--- src/pkg/sbrg_consts.vh ---
// Purpose: Register offsets, field positions, reset values and divide factors of the baud generator.
// Assumes: 32-bit AXI4-Lite register words, one per aligned word.
// Notes:   Definitions only.
`ifndef SBRG_CONSTS_VH
`define SBRG_CONSTS_VH

// ----------------------------------------
// Register byte offsets
// ----------------------------------------
`define SBRG_OFF_DIV_LOW    4'h0
`define SBRG_OFF_DIV_HIGH   4'h4
`define SBRG_OFF_CTRL       4'h8
`define SBRG_OFF_STATUS     4'hc

// ----------------------------------------
// Control field positions
// ----------------------------------------
`define SBRG_CTRL_SYNC_BIT  0
`define SBRG_CTRL_WIDE_BIT  1
`define SBRG_CTRL_HS_BIT    2
`define SBRG_CTRL_MASTER_BIT 3
`define SBRG_CTRL_ENABLE_BIT 4

// ----------------------------------------
// Reset values
// ----------------------------------------
`define SBRG_RST_DIV_LOW    8'h00
`define SBRG_RST_DIV_HIGH   8'h00
`define SBRG_RST_CTRL       5'h00

// ----------------------------------------
// Prescale factors, coded as the prescaler's terminal count
// ----------------------------------------
`define SBRG_PRE_64         6'h3f
`define SBRG_PRE_16         6'h0f
`define SBRG_PRE_4          6'h03

// ----------------------------------------
// Bus responses
// ----------------------------------------
`define SBRG_RESP_OKAY      2'h0
`define SBRG_RESP_SLVERR    2'h2

`endif

--- src/sbrg_divider.v ---
// Purpose: Two-stage divider: prescaler then sixteen-bit divisor counter.
// Assumes: One clock; restart is a one-cycle pulse from the register block.
// Notes:   Tick period is (pre_tc + 1) * (divisor + 1) clock cycles.
`timescale 1ns/1ps
module sbrg_divider (
  input  wire        aclk,
  input  wire        aresetn,
  input  wire        enable,
  input  wire        restart,
  input  wire [5:0]  pre_tc,
  input  wire [15:0] divisor,
  output reg         tick_reg
);

  reg  [5:0]  pre_reg;
  reg  [15:0] cnt_reg;
  wire        pre_end;

  assign pre_end = (pre_reg >= pre_tc);

  // The counter is compared with >= so a divisor lowered mid-period ends the
  // current period at the next prescaler end instead of wrapping through the full range.
  always @(posedge aclk) begin
    if (!aresetn) begin
      pre_reg  <= 6'h00;
      cnt_reg  <= 16'h0000;
      tick_reg <= 1'b0;
    end else if (restart || !enable) begin
      pre_reg  <= 6'h00;
      cnt_reg  <= 16'h0000;
      tick_reg <= 1'b0;
    end else begin
      tick_reg <= 1'b0;
      if (pre_end) begin
        pre_reg <= 6'h00;
        if (cnt_reg >= divisor) begin
          cnt_reg  <= 16'h0000;
          tick_reg <= 1'b1;
        end else begin
          cnt_reg <= cnt_reg + 16'h0001;
        end
      end else begin
        pre_reg <= pre_reg + 6'h01;
      end
    end
  end

endmodule

--- src/sbrg_top.v ---
// Purpose: Baud rate generator of a serial port with an AXI4-Lite register slave.
// Assumes: aclk at 10 MHz, synchronous active-low aresetn, single-beat bus master.
// Notes:   Outputs a one-cycle bit-rate tick and, in synchronous master mode, a clock.
//
// Functional notes
// - High divisor register holds divisor bits fifteen down to eight.
// - High divisor byte ignored unless wide-divisor select is set.
// - Writing the high divisor register restarts the baud counter.
// - Divisor is high register concatenated above low register.
// - Asynchronous, 8-bit, low speed: rate is clock over 64(n+1).
// - Asynchronous, 16-bit, low speed: rate is clock over 16(n+1).
// - Synchronous mode: rate is clock over 4(n+1), any width or speed.
// - Writing the low divisor register restarts the baud counter.
//
// Implementation choices: register access over AXI4-Lite and the register addresses.
`timescale 1ns/1ps
`include "sbrg_consts.vh"
module sbrg_top (
  input  wire        aclk,
  input  wire        aresetn,
  input  wire [3:0]  s_axi_awaddr,
  input  wire [2:0]  s_axi_awprot,
  input  wire        s_axi_awvalid,
  output wire        s_axi_awready,
  input  wire [31:0] s_axi_wdata,
  input  wire [3:0]  s_axi_wstrb,
  input  wire        s_axi_wvalid,
  output wire        s_axi_wready,
  output reg  [1:0]  s_axi_bresp,
  output reg         s_axi_bvalid,
  input  wire        s_axi_bready,
  input  wire [3:0]  s_axi_araddr,
  input  wire [2:0]  s_axi_arprot,
  input  wire        s_axi_arvalid,
  output wire        s_axi_arready,
  output reg  [31:0] s_axi_rdata,
  output reg  [1:0]  s_axi_rresp,
  output reg         s_axi_rvalid,
  input  wire        s_axi_rready,
  output wire        baud_tick,
  output reg         sync_clk_out_reg
);

  // ----------------------------------------
  // Registers
  // ----------------------------------------
  reg  [7:0]  div_low_reg;
  reg  [7:0]  div_high_reg;
  reg  [4:0]  ctrl_reg;
  reg  [3:0]  aw_addr_reg;
  reg         aw_held_reg;
  reg  [31:0] w_data_reg;
  reg  [3:0]  w_strb_reg;
  reg         w_held_reg;
  reg         restart_reg;
  reg  [15:0] tick_cnt_reg;

  wire        sync_mode;
  wire        wide_sel;
  wire        hs_sel;
  wire        enable;
  wire        do_write;
  wire        wr_lane0;
  wire [15:0] divisor;
  reg  [5:0]  pre_tc;

  assign sync_mode = ctrl_reg[`SBRG_CTRL_SYNC_BIT];
  assign wide_sel  = ctrl_reg[`SBRG_CTRL_WIDE_BIT];
  assign hs_sel    = ctrl_reg[`SBRG_CTRL_HS_BIT];
  assign enable    = ctrl_reg[`SBRG_CTRL_ENABLE_BIT];

  // ----------------------------------------
  // Write channel: address and data taken in either order
  // ----------------------------------------
  assign s_axi_awready = !aw_held_reg && !s_axi_bvalid;
  assign s_axi_wready  = !w_held_reg && !s_axi_bvalid;
  assign do_write      = aw_held_reg && w_held_reg;
  assign wr_lane0      = w_strb_reg[0];

  always @(posedge aclk) begin
    if (!aresetn) begin
      aw_held_reg  <= 1'b0;
      w_held_reg   <= 1'b0;
      aw_addr_reg  <= 4'h0;
      w_data_reg   <= 32'h00000000;
      w_strb_reg   <= 4'h0;
      s_axi_bvalid <= 1'b0;
      s_axi_bresp  <= `SBRG_RESP_OKAY;
    end else begin
      if (s_axi_awvalid && s_axi_awready) begin
        aw_held_reg <= 1'b1;
        aw_addr_reg <= s_axi_awaddr;
      end
      if (s_axi_wvalid && s_axi_wready) begin
        w_held_reg <= 1'b1;
        w_data_reg <= s_axi_wdata;
        w_strb_reg <= s_axi_wstrb;
      end
      if (do_write) begin
        aw_held_reg  <= 1'b0;
        w_held_reg   <= 1'b0;
        s_axi_bvalid <= 1'b1;
        case (aw_addr_reg)
          `SBRG_OFF_DIV_LOW,
          `SBRG_OFF_DIV_HIGH,
          `SBRG_OFF_CTRL,
          `SBRG_OFF_STATUS: s_axi_bresp <= `SBRG_RESP_OKAY;
          default:          s_axi_bresp <= `SBRG_RESP_SLVERR;
        endcase
      end else if (s_axi_bvalid && s_axi_bready) begin
        s_axi_bvalid <= 1'b0;
      end
    end
  end

  // ----------------------------------------
  // Register file
  // ----------------------------------------
  // A write to either divisor byte restarts the counter even when the strobe
  // leaves the byte unchanged, since the access itself is the restart event.
  always @(posedge aclk) begin
    if (!aresetn) begin
      div_low_reg  <= `SBRG_RST_DIV_LOW;
      div_high_reg <= `SBRG_RST_DIV_HIGH;
      ctrl_reg     <= `SBRG_RST_CTRL;
      restart_reg  <= 1'b0;
    end else begin
      restart_reg <= 1'b0;
      if (do_write) begin
        case (aw_addr_reg)
          `SBRG_OFF_DIV_LOW: begin
            if (wr_lane0) begin
              div_low_reg <= w_data_reg[7:0];
            end
            restart_reg <= 1'b1;
          end
          `SBRG_OFF_DIV_HIGH: begin
            if (wr_lane0) begin
              div_high_reg <= w_data_reg[7:0];
            end
            restart_reg <= 1'b1;
          end
          `SBRG_OFF_CTRL: begin
            if (wr_lane0) begin
              ctrl_reg <= w_data_reg[4:0];
            end
          end
          default: begin
            restart_reg <= 1'b0;
          end
        endcase
      end
    end
  end

  // ----------------------------------------
  // Rate selection
  // ----------------------------------------
  assign divisor = wide_sel ? {div_high_reg, div_low_reg} : {8'h00, div_low_reg};

  always @* begin
    pre_tc = `SBRG_PRE_64;
    if (sync_mode) begin
      pre_tc = `SBRG_PRE_4;
    end else if (!hs_sel) begin
      pre_tc = wide_sel ? `SBRG_PRE_16 : `SBRG_PRE_64;
    end else begin
      pre_tc = wide_sel ? `SBRG_PRE_4 : `SBRG_PRE_16;
    end
  end

  sbrg_divider u_div (
    .aclk     (aclk),
    .aresetn  (aresetn),
    .enable   (enable),
    .restart  (restart_reg),
    .pre_tc   (pre_tc),
    .divisor  (divisor),
    .tick_reg (baud_tick)
  );

  // ----------------------------------------
  // Synchronous master clock and tick counter
  // ----------------------------------------
  // The clock toggles per tick, so one clock period spans two bit-rate ticks.
  always @(posedge aclk) begin
    if (!aresetn) begin
      sync_clk_out_reg <= 1'b0;
      tick_cnt_reg     <= 16'h0000;
    end else begin
      if (!(sync_mode && ctrl_reg[`SBRG_CTRL_MASTER_BIT]) || restart_reg) begin
        sync_clk_out_reg <= 1'b0;
      end else if (baud_tick) begin
        sync_clk_out_reg <= !sync_clk_out_reg;
      end
      if (baud_tick) begin
        tick_cnt_reg <= tick_cnt_reg + 16'h0001;
      end
    end
  end

  // ----------------------------------------
  // Read channel
  // ----------------------------------------
  assign s_axi_arready = !s_axi_rvalid;

  always @(posedge aclk) begin
    if (!aresetn) begin
      s_axi_rvalid <= 1'b0;
      s_axi_rdata  <= 32'h00000000;
      s_axi_rresp  <= `SBRG_RESP_OKAY;
    end else if (s_axi_arvalid && s_axi_arready) begin
      s_axi_rvalid <= 1'b1;
      s_axi_rresp  <= `SBRG_RESP_OKAY;
      case (s_axi_araddr)
        `SBRG_OFF_DIV_LOW:  s_axi_rdata <= {24'h000000, div_low_reg};
        `SBRG_OFF_DIV_HIGH: s_axi_rdata <= {24'h000000, div_high_reg};
        `SBRG_OFF_CTRL:     s_axi_rdata <= {27'h0000000, ctrl_reg};
        `SBRG_OFF_STATUS:   s_axi_rdata <= {16'h0000, tick_cnt_reg};
        default: begin
          s_axi_rdata <= 32'h00000000;
          s_axi_rresp <= `SBRG_RESP_SLVERR;
        end
      endcase
    end else if (s_axi_rready) begin
      s_axi_rvalid <= 1'b0;
    end
  end

endmodule

--- config.mk ---
export PLATFORM = sky130hd
export DESIGN_NAME = sbrg_top
export DESIGN_NICKNAME = d
export VERILOG_FILES = /design/src/sbrg_divider.v /design/src/sbrg_top.v
export VERILOG_INCLUDE_DIRS = /design/src /design/src/pkg
export SDC_FILE = /design/constraint.sdc
export NUM_CORES = 1
export LEC_CHECK = 0
export BUFFER_PORTS_ARGS = -buffer_cell sky130_fd_sc_hd__clkbuf_2
export CAP_MARGIN = 25
export CORE_MARGIN = 10
export CORE_UTILIZATION = 48
export CTS_BUF_LIST = sky130_fd_sc_hd__clkbuf_8
export CTS_CLUSTER_SIZE = 24
export DETAILED_ROUTE_END_ITERATION = 8
export GPL_TIMING_DRIVEN = 0
export HOLD_SLACK_MARGIN = 0.05
export PLACE_DENSITY = 0.72
export SLEW_MARGIN = 20
export SYNTH_ARGS = -nofsm -noshare
export SYNTH_HDL_FRONTEND = slang
export SYNTH_SLANG_ARGS = --single-unit
--- constraint.sdc ---
create_clock -name aclk -period 2.9 [get_ports aclk]
set_input_delay 0.435 -clock aclk [delete_from_list [all_inputs] [get_ports aclk]]
set_output_delay 0.435 -clock aclk [all_outputs]
set_load 0.05 [all_outputs]
==> impl_metrics.tcl, run 1 <==
set metrics [dict create \
    status "finished clean" \
    area_delta_synth_final_pct 14.57 \
    power_frac_clock_pct 37.6 \
    hold_path_class "in -> reg" \
    numCtsBuffers 9 \
    n_antenna_cell 0 \
    yosysMostFrequentCell "dfxtp_1" \
    netlist_area_um2 4716 \
    ys_warn_count 0 \
    antenna_found_initial 0 \
    whs_ns 0.2803 \
    clkTransAtPathRegs_ns 0.11 \
    dp_hpwl_mm 8.071 \
    drive_above_1_share_pct 17.82 \
    cts_tree "built" \
    track_usage_pct 14.85 \
    grt_pass1_wl_mm 17.75 \
    vias_per_cell 5.155 \
    reg2regPathDepth 9 \
    power_density_nw_per_um2 470.4 \
    num_vias 3665 \
    ant_nets 0 \
    worst-endpoint-arrival_ns 2.84 \
    p_int_w 0.001847 \
    max-cap-violations 0 \
    synth-seq-cells 97 \
    dp_cells 695 \
    yosysTopAreaCellShare_pct 41.18 \
    port_buffers 46 \
    routed_wl_mm 10.41 \
    p_sw_share_pct 27.33 \
    worst_ep_required_time_ns 3.16 \
    path_max_fanout 10 \
    cts.sinks 97 \
    finalSetupViolations 0 \
    drv_slew 0 \
    critPathSlowestCell "or3_1" \
    insertion_delay_ns 0.38 \
    io_pins 100 \
    fin_crit_ns 2.582 \
    rsz0062_at_grt "false" \
    clock.fmax_mhz 387.2 \
    core_area_um2 9684 \
    critPathLaunchType "register" \
    die_h_um 119.1 \
    vdd.ir_drop.worst_mv 0.2939 \
    pwr-share-seq_pct 53.9 \
    synth_common_cells "dfxtp_1 (97), nand2_1 (46), nor2b_1 (46)" \
    critPathLaunch "ctrl_reg[1]" \
    leakagePower_nw 2.103 \
    root_buffer "clkbuf_8" \
    fin_nets 653 \
    slowest_delay_ns 0.44 \
    switching_power_w 0.0006944 \
    synth-seq-area-share_pct 41.18 \
    ys_async_sr_fraction_pct 0 \
    finalCritPeriodShare_pct 89.05 \
    tightest_slew_ns 0.5678 \
    clock_path_buffers 2 \
    ys.flop_type "dfxtp_1" \
    endpoint_kind "register" \
    holdPathStages 3 \
    finalHoldViolCount 0 \
    floorplan.die_area_um2 14190 \
    grt_max_degree 20 \
    yosys.area.top_type "dfxtp_1" \
    use_met3_pct 3.448 \
    drtIter0Drc 175 \
    met1_usage_pct 19.46 \
    reg2reg_slack_ns 0.32 \
    place.gp.congestion 0.8716 \
    fin_tns_setup_ns 0 \
    place_ws_ns 0.1158 \
    hold-path-endpoint "w_strb_reg[0]" \
    overflow 0 \
    syn_inst 499 \
    dr.pass1.iters 5 \
    drc 0 \
    path_cells "clkbuf_1 > or3_1 > ha_1 > nand2_1 > a21oi_4 > nor3_1 > a41oi_2 > buf_2 > nor2_1" \
    stdcell_count 711 \
    grt_pass1_vias 3720 \
    fin_ws_ns 0.3177 \
    met2_usage_pct 23.13 \
    pwr-share-comb_pct 8.5 \
    fin_skew_ns 0.01380 \
    fin_util_pct 55.79 \
    filler_cell_count 895 \
    worstHoldStart "s_axi_wstrb[0]" \
    yosys.cell_types.count 52 \
    start_util_pct 48.70 \
    wl_per_cell_um 14.64 \
    reg2reg_to "u_div.cnt_reg[3]" \
    rows 36 \
    die_w_um 119.1 \
    path_class "reg -> reg" \
    relSlewSlack_pct 61.86 \
    grt.busiest_layer "met2" \
    synth_area_leaders "dfxtp_1 (41%), ha_1 (6.1%), nor2b_1 (6.1%), mux2i_1 (5.5%), nand2_1 (3.7%)" \
    synth_enable_flop_cells 0 \
    syn_avg_cell_area_um2 9.450 \
    r2r_start "ctrl_reg[1]" \
    htree_levels 3 \
]
[layout by cell type, fill, tap and decap left out, drive strengths merged, types with 2 or more instances in the layout]
cell type / n
inv: 20
conb: 18
and2: 17
or4: 2
o31ai: 2
xnor2: 15
and4b: 2
clkinv: 2
nor3: 9
nor2b: 46
and3b: 2
buf: 26
nor4: 2
o21a: 2
nor2: 22
xor2: 9
and3: 4
o2111ai: 3
nand2b: 4
and4: 3
a21oi: 18
dfxtp: 97
mux4: 5
or3: 10
a22oi: 16
a21boi: 11
a22o: 3
o21ai: 12
nand4: 7
ha: 23
mux2i: 26
nand2: 46
a21o: 2
nand3: 9
mux2: 3
clkbuf: 68
[worst max path at each step]
stage               slack [ns]                to  cells after the start
finish                    0.32  u_div.cnt_reg[3]                      9
global route              0.12  u_div.cnt_reg[6]                      9
CTS                       0.09  u_div.cnt_reg[6]                      9
detailed placement        0.12  u_div.cnt_reg[4]                      9
global placement          0.25  u_div.cnt_reg[6]                      9
floorplan                 0.65  u_div.cnt_reg[2]                      9
[metrics by stage]
stage          total power (W)  area (um^2)
2_1_floorplan         0.001565         4780
3_3_place_gp          0.001611         5176
3_5_place_dp          0.001615         5176
4_1_cts               0.002560         5395
5_1_grt               0.002644         5403
6_report              0.002541         5403
[repair_timing]
action | in CTS | in global routing
resized for setup | 0 | 1
hold buffers | 0 | 0
buffers inserted | 0 | 0
setup endpoints to repair | 0 | 10
[worst max-delay path, delay by kind of cell, from the launching register on]
family / cells / cell delay, ns
compound gates: 2 / 0.58
fa+ha+maj: 1 / 0.32
buf+inv: 2 / 0.50
flops: 1 / 0.34
simple gates: 4 / 0.74
[layout make-up]
type,instances,area [um^2],share of cell area [%]
Clock buffer,9,123.9,2.293
Inverter,16,60.06,1.112
Clock inverter,7,95.09,1.760
Tap cell,133,166.4,3.080
Multi-Input combinational cell,364,2562,47.43
Timing Repair Buffer,46,230.2,4.261
Buffer,39,222.7,4.122
Sequential cell,97,1942,35.94
[layer usage]
layer,share of wire (%),vias up
met1,48,1706
met3,5.2,16
met5,0,-
met2,45,97
met4,1.7,0
li1,-,1846
[power groups by stage]
stage / clock, W / sequential (W) / combinational, W
detailed placement: 0 / 0.00140 / 0.000215
floorplan: 0 / 0.00141 / 0.000159
finish: 0.000957 / 0.00137 / 0.000216
CTS: 0.000976 / 0.00137 / 0.000216
global placement: 0 / 0.00140 / 0.000213
global route: 0.00104 / 0.00137 / 0.000235
[cells by family (layout without fill, tap and decap cells)]
family	Yosys count	in the layout	share of synthesized area, %
other	1	18	0.07952
adder cells (fa/ha/maj)	23	23	6.102
multiplexers	34	34	8.623
buffers and inverters	55	117	5.996
AND/OR/NAND/NOR	189	189	21.92
XOR/XNOR	24	24	4.458
flip-flops	97	97	41.18
AO/OA/AOI/OAI	76	76	11.65
Power figures use the tool's default switching activity.
==> run 2: changes to the inputs <==
--- a/config.mk
+++ b/config.mk
@@ -15,8 +15,9 @@
 export DETAILED_ROUTE_END_ITERATION = 8
 export GPL_TIMING_DRIVEN = 0
 export HOLD_SLACK_MARGIN = 0.05
-export PLACE_DENSITY = 0.72
+export PLACE_DENSITY_LB_ADDON = 0.3
 export SLEW_MARGIN = 20
 export SYNTH_ARGS = -nofsm -noshare
 export SYNTH_HDL_FRONTEND = slang
+export SYNTH_HIERARCHICAL = 1
 export SYNTH_SLANG_ARGS = --single-unit
==> impl_metrics.tcl, run 2 <==
set metrics [dict create \
    met2_usage_pct 26.23 \
    yosys.cell_types.count 54 \
    synth_area_leaders "dfxtp_1 (40%), mux2i_1 (8.5%), ha_1 (6.5%), nor2_1 (4.3%), nand2_1 (4.0%)" \
    routed_wl_mm 11.76 \
    start_util_pct 49.48 \
    p_int_w 0.001739 \
    ys.flop_type "dfxtp_1" \
    cts.sinks 97 \
    critPathLaunch "ctrl_reg[1]" \
    path_max_fanout 10 \
    insertion_delay_ns 0.37 \
    cts_tree "built" \
    vias_per_cell 5.412 \
    synth-seq-area-share_pct 40.16 \
    worst_ep_required_time_ns 3.16 \
    final_area_um2 5475 \
    postCtsSetupBuffers 0 \
    fin_tns_setup_ns 0 \
    path_cells "clkbuf_1 > and2_1 > inv_1 > ha_1 > and4_1 > nand2_1 > a2111oi_0 > and3b_2 > o21ai_4 > buf_6 > nor2_1" \
    worst-endpoint-arrival_ns 2.90 \
    path_class "reg -> reg" \
    drv_slew 0 \
    r2r_start "ctrl_reg[1]" \
    drive_above_1_share_pct 15.78 \
    status "finished clean" \
    yosysTopAreaCellShare_pct 40.16 \
    p_sw_share_pct 27.80 \
    syn_inst 540 \
    core_area_um2 9774 \
    grt_max_degree 17 \
    wl_per_cell_um 15.59 \
    tightest_slew_ns 0.7124 \
    synth-seq-cells 97 \
    floorplan.die_area_um2 14490 \
    dp_hpwl_mm 9.093 \
    cts_resized 0 \
    fin_nets 698 \
    clock_path_buffers 2 \
    overflow 0 \
    ctsHoldBuffers 0 \
    num_vias 4081 \
    critPathLaunchType "register" \
    track_usage_pct 16.48 \
    synth_enable_flop_cells 0 \
    io_pins 100 \
    dr.pass1.iters 5 \
    hold_path_class "in -> reg" \
    grt_pass1_wl_mm 19.72 \
    met1_usage_pct 20.67 \
    switching_power_w 0.0006694 \
    clock.fmax_mhz 379.7 \
    vdd.ir_drop.worst_mv 0.2877 \
    numCtsBuffers 9 \
    antenna_found_initial 0 \
    area_delta_synth_final_pct 13.22 \
    grt.busiest_layer "met2" \
    rsz0062_at_grt "false" \
    die_h_um 120.4 \
    reg2regPathDepth 11 \
    yosys.area.top_type "dfxtp_1" \
    fin_skew_ns 0.01399 \
    ys_async_sr_fraction_pct 0 \
    ant_nets 0 \
    power_density_nw_per_um2 439.8 \
    root_buffer "clkbuf_8" \
    yosysMostFrequentCell "dfxtp_1" \
    clkTransAtPathRegs_ns 0.10 \
    reg2reg_to "u_div/cnt_reg[9]" \
    endpoint_kind "register" \
    pwr-share-comb_pct 10.2 \
    pwr-share-seq_pct 56.9 \
    die_w_um 120.4 \
    n_antenna_cell 0 \
    slowest_delay_ns 0.38 \
    reg2reg_slack_ns 0.27 \
    fin_crit_ns 2.633 \
    syn_avg_cell_area_um2 8.955 \
    cpLargestDelayFamily "simple AND/OR/NAND/NOR gates" \
    place.gp.congestion 0.8659 \
    ys_warn_count 6 \
    relSlewSlack_pct 52.51 \
    cp_num_buf_inv 3 \
    cp.depth 11 \
    netlist_area_um2 4836 \
    critPathSlowestCell "dfxtp_1" \
    layout_common_cells "dfxtp_1 (97), nor2_1 (55), nand2_1 (52)" \
    finalHoldViolCount 0 \
    finalCritPeriodShare_pct 90.81 \
    final_common_cell "dfxtp_1" \
    max-cap-violations 0 \
    synth_common_cells "dfxtp_1 (97), nor2_1 (55), nand2_1 (52)" \
    port_buffers 47 \
    htree_levels 3 \
    use_met3_pct 5.072 \
    cp-endpoint "u_div/cnt_reg[9]" \
    drc 0 \
    power_frac_clock_pct 32.9 \
    whs_ns 0.2895 \
    grt_pass1_vias 4013 \
    placed_area_um2 5305 \
    drtIter0Drc 231 \
    finalSetupViolations 0 \
    leakagePower_nw 2.275 \
    rows 36 \
]
==> run 2: cell types whose count changed after synthesis, moves of 11 or more <==
| cell | previous run | this run |
|---|---|---|
| nor2b_1 | 46 | 4 |
| nor2_1 | 22 | 55 |
| inv_1 | 16 | 30 |
| mux2i_1 | 26 | 41 |
| a22oi_1 | 16 | 3 |
| a21boi_0 | 11 | 0 |
==> run 2: how the worst min path moves through the flow <==
stage	to	slack, ns	from	cells after the start
6_report	aw_addr_reg[2]	0.29	s_axi_awaddr[2]	3
3_5_place_dp	s_axi_rresp[1]	0.45	s_axi_rresp[1]	2
3_3_place_gp	s_axi_rresp[1]	0.44	s_axi_rresp[1]	2
4_1_cts	aw_addr_reg[2]	0.28	s_axi_awaddr[2]	3
2_1_floorplan	sync_clk_out_reg	0.42	restart_reg	1
5_1_grt	w_data_reg[6]	0.30	s_axi_wdata[6]	3
==> run 2: kinds of logic (layout without fill, tap and decap cells) <==
logic type      count (synthesis)  after routing  synth area share, %
mux                            45             45                9.651
fa+ha+maj                      25             25                6.468
xor+xnor                       24             24                4.347
simple gates                  200            200                21.14
buf+inv                        74            137                7.607
other cells                     2             20               0.1553
flops                          97             97                40.16
compound gates                 73             73                10.48
==> run 2: worst register-to-register path, stage by stage (launching register included) <==
cell and delay [ns]:
dfxtp_1 0.38, clkbuf_1 0.33, and2_1 0.20, inv_1 0.05, ha_1 0.28, and4_1 0.24
nand2_1 0.06, a2111oi_0 0.23, and3b_2 0.28, o21ai_4 0.23, buf_6 0.18, nor2_1 0.06
==> run 2: routing by layer <==
metal,up-vias,part of all wire (%)
met4,0,1.8
met1,1927,46
li1,2014,-
met2,125,46
met3,15,6.5
met5,-,0
==> run 2: final cells by class <==
type | instances | area (um^2)
fill | 911 | 4299
multi-input combinational | 387 | 2594
sequential | 97 | 1942
buffer | 43 | 251.5
timing repair buffer | 47 | 235.2
tap | 133 | 166.4
clock buffer | 9 | 123.9
inverter | 31 | 116.4
clock inverter | 7 | 46.29
==> run 2: power groups by stage <==
stage	registers (W)	logic [W]	clock network, W
2_1_floorplan	0.00141	0.000179	0
3_3_place_gp	0.00140	0.000240	0
3_5_place_dp	0.00140	0.000244	0
4_1_cts	0.00137	0.000245	0.000816
5_1_grt	0.00137	0.000265	0.000858
6_report	0.00137	0.000246	0.000792
==> run 2: metrics by stage <==
| stage | setup slack, ns | std cells | util [%] | power [W] |
|---|---|---|---|---|
| 3_5_place_dp | 0.2828 | 738 | 54.28 | 0.001645 |
| 5_1_grt | 0.04058 | 754 | 56.02 | 0.002498 |
| 4_1_cts | 0.2550 | 754 | 56.02 | 0.002431 |
| 6_report | 0.2665 | 754 | 56.02 | 0.002408 |
| 2_1_floorplan | 0.6901 | 558 | - | 0.001589 |
| 3_3_place_gp | 0.3629 | 738 | 54.28 | 0.001640 |
==> run 3: changes to the inputs <==
--- a/config.mk
+++ b/config.mk
@@ -9,8 +9,8 @@
 export BUFFER_PORTS_ARGS = -buffer_cell sky130_fd_sc_hd__clkbuf_2
 export CAP_MARGIN = 25
 export CORE_MARGIN = 10
-export CORE_UTILIZATION = 48
-export CTS_BUF_LIST = sky130_fd_sc_hd__clkbuf_8
+export CORE_UTILIZATION = 55
+export CTS_BUF_LIST = sky130_fd_sc_hd__clkbuf_16
 export CTS_CLUSTER_SIZE = 24
 export DETAILED_ROUTE_END_ITERATION = 8
 export GPL_TIMING_DRIVEN = 0
==> impl_metrics.tcl, run 3 (synthesis gave the netlist of run 2 again) <==
set metrics [dict create \
    status "finished clean" \
    worst_ep_required_time_ns 3.13 \
    die_h_um 113.8 \
    rsz0062_at_grt "false" \
    drtIter0Drc 255 \
    ctsHoldBuffers 0 \
    start_util_pct 56.00 \
    routed_wl_mm 11.38 \
    hold_path_class "in -> reg" \
    fin_skew_ns 0.01037 \
    path_max_fanout 10 \
    tightest_slew_ns 0.6644 \
    path_class "reg -> reg" \
    final_common_cell "dfxtp_1" \
    fin_util_pct 64.24 \
    dp_hpwl_mm 8.722 \
    drv_slew 0 \
    rows 34 \
    vias_per_cell 5.585 \
    power_frac_clock_pct 40.8 \
    endpoint_kind "register" \
    port_buffers 47 \
    wl_per_cell_um 15.64 \
    htree_levels 3 \
    root_buffer "clkbuf_16" \
    dr.pass1.iters 5 \
    numCtsBuffers 9 \
    clock_path_buffers 2 \
    postCtsSetupBuffers 0 \
    fin_tns_setup_ns 0 \
    overflow 0 \
    grt_pass1_wl_mm 19.10 \
    fin_crit_ns 2.631 \
    place.gp.congestion 0.8508 \
    cts.sinks 97 \
    reg2regPathDepth 11 \
    grt_max_degree 18 \
    ant_nets 0 \
    track_usage_pct 17.70 \
    drc 0 \
    worst-endpoint-arrival_ns 2.87 \
    drive_above_1_share_pct 15.81 \
    io_pins 100 \
    fin_nets 698 \
    clock.fmax_mhz 380.1 \
    insertion_delay_ns 0.34 \
    power_density_nw_per_um2 492.0 \
    pwr-share-seq_pct 50.2 \
    vdd.ir_drop.worst_mv 0.2954 \
    finalSetupViolations 0 \
    critPathLaunchType "register" \
    area_delta_synth_final_pct 14.72 \
    floorplan.die_area_um2 12940 \
    finalCritPeriodShare_pct 90.72 \
    clkTransAtPathRegs_ns 0.07 \
    grt_pass1_vias 4006 \
    antenna_found_initial 0 \
    layout_common_cells "dfxtp_1 (97), nor2_1 (55), nand2_1 (52)" \
    num_vias 4066 \
    pwr-share-comb_pct 9.0 \
    p_int_w 0.002016 \
    filler_cell_count 704 \
    core_area_um2 8636 \
    cts_tree "built" \
    cts_resized 0 \
    die_w_um 113.8 \
    max-cap-violations 0 \
    switching_power_w 0.0007133 \
    holdPathStages 3 \
    p_sw_share_pct 26.13 \
    leakagePower_nw 2.315 \
    n_antenna_cell 0 \
    relSlewSlack_pct 55.70 \
    finalHoldViolCount 0 \
]
==> run 3: cell types whose count changed in the layout (fill, tap and decap cells not counted) <==
cell,previous run,this run
clkinv_4,1,0
clkinv_2,1,0
inv_6,2,3
inv_1,32,30
clkinv_1,0,1
clkbuf_8,9,0
clkbuf_16,0,9
inv_8,0,1
==> run 3: worst max-delay path: stages, from the launching register on <==
cell and delay (ns):
dfxtp_1 0.40, clkbuf_1 0.29, and2_1 0.18, inv_1 0.05, ha_1 0.30, and4_1 0.25
nand2_1 0.06, a2111oi_0 0.25, and3b_2 0.28, o21ai_4 0.23, buf_6 0.17, nor2_1 0.06
==> run 3: cell type report <==
| class | count | area [um^2] | area share (%) |
|---|---|---|---|
| inverter | 31 | 116.4 | 2.097 |
| tap | 108 | 135.1 | 2.436 |
| timing repair buffer | 47 | 235.2 | 4.240 |
| clock inverter | 6 | 48.80 | 0.8796 |
| clock buffer | 9 | 225.2 | 4.060 |
| multi-input combinational | 387 | 2594 | 46.75 |
| sequential | 97 | 1942 | 35.00 |
| buffer | 43 | 251.5 | 4.533 |
==> run 3: stage by stage <==
step | std cells | hold slack [ns] | total power [W] | instance area (um^2) | setup WS (ns)
after floorplan | 558 | 0.4199 | 0.001589 | 4903 | 0.6901
after global placement | 713 | 0.4435 | 0.001637 | 5274 | 0.3461
after detailed placement | 713 | 0.4590 | 0.001643 | 5274 | 0.2987
after CTS | 728 | 0.3216 | 0.002742 | 5548 | 0.2612
after global routing | 728 | 0.3306 | 0.002827 | 5548 | 0.03342
final | 728 | 0.3262 | 0.002730 | 5548 | 0.2691
==> run 3: per-layer routing <==
metal / vias to the layer above / part of all wire [%] / global-route usage [%]
li1: 2001 / - / -
met1: 1884 / 44 / 22.14
met2: 151 / 45 / 27.49
met3: 30 / 8.5 / 5.354
met4: 0 / 2.3 / 7.937
met5: - / 0 / 0
==> run 3: path summary, 6_finish.rpt <==
path	from	to	slack (ns)
worst min-delay path	s_axi_wdata[2]	w_data_reg[2]	0.33
worst max-delay path	ctrl_reg[1]	u_div/cnt_reg[13]	0.27
worst min register to register	s_axi_rdata[7]	s_axi_rdata[7]	0.47
worst max register to register	ctrl_reg[1]	u_div/cnt_reg[13]	0.27
==> run 3: power groups by stage <==
| stage | Combinational, W | Sequential (W) | Clock, W |
|---|---|---|---|
| 6_report | 0.000245 | 0.00137 | 0.00111 |
| 2_1_floorplan | 0.000179 | 0.00141 | 0 |
| 5_1_grt | 0.000264 | 0.00137 | 0.00119 |
| 4_1_cts | 0.000243 | 0.00137 | 0.00113 |
| 3_3_place_gp | 0.000237 | 0.00140 | 0 |
| 3_5_place_dp | 0.000242 | 0.00140 | 0 |
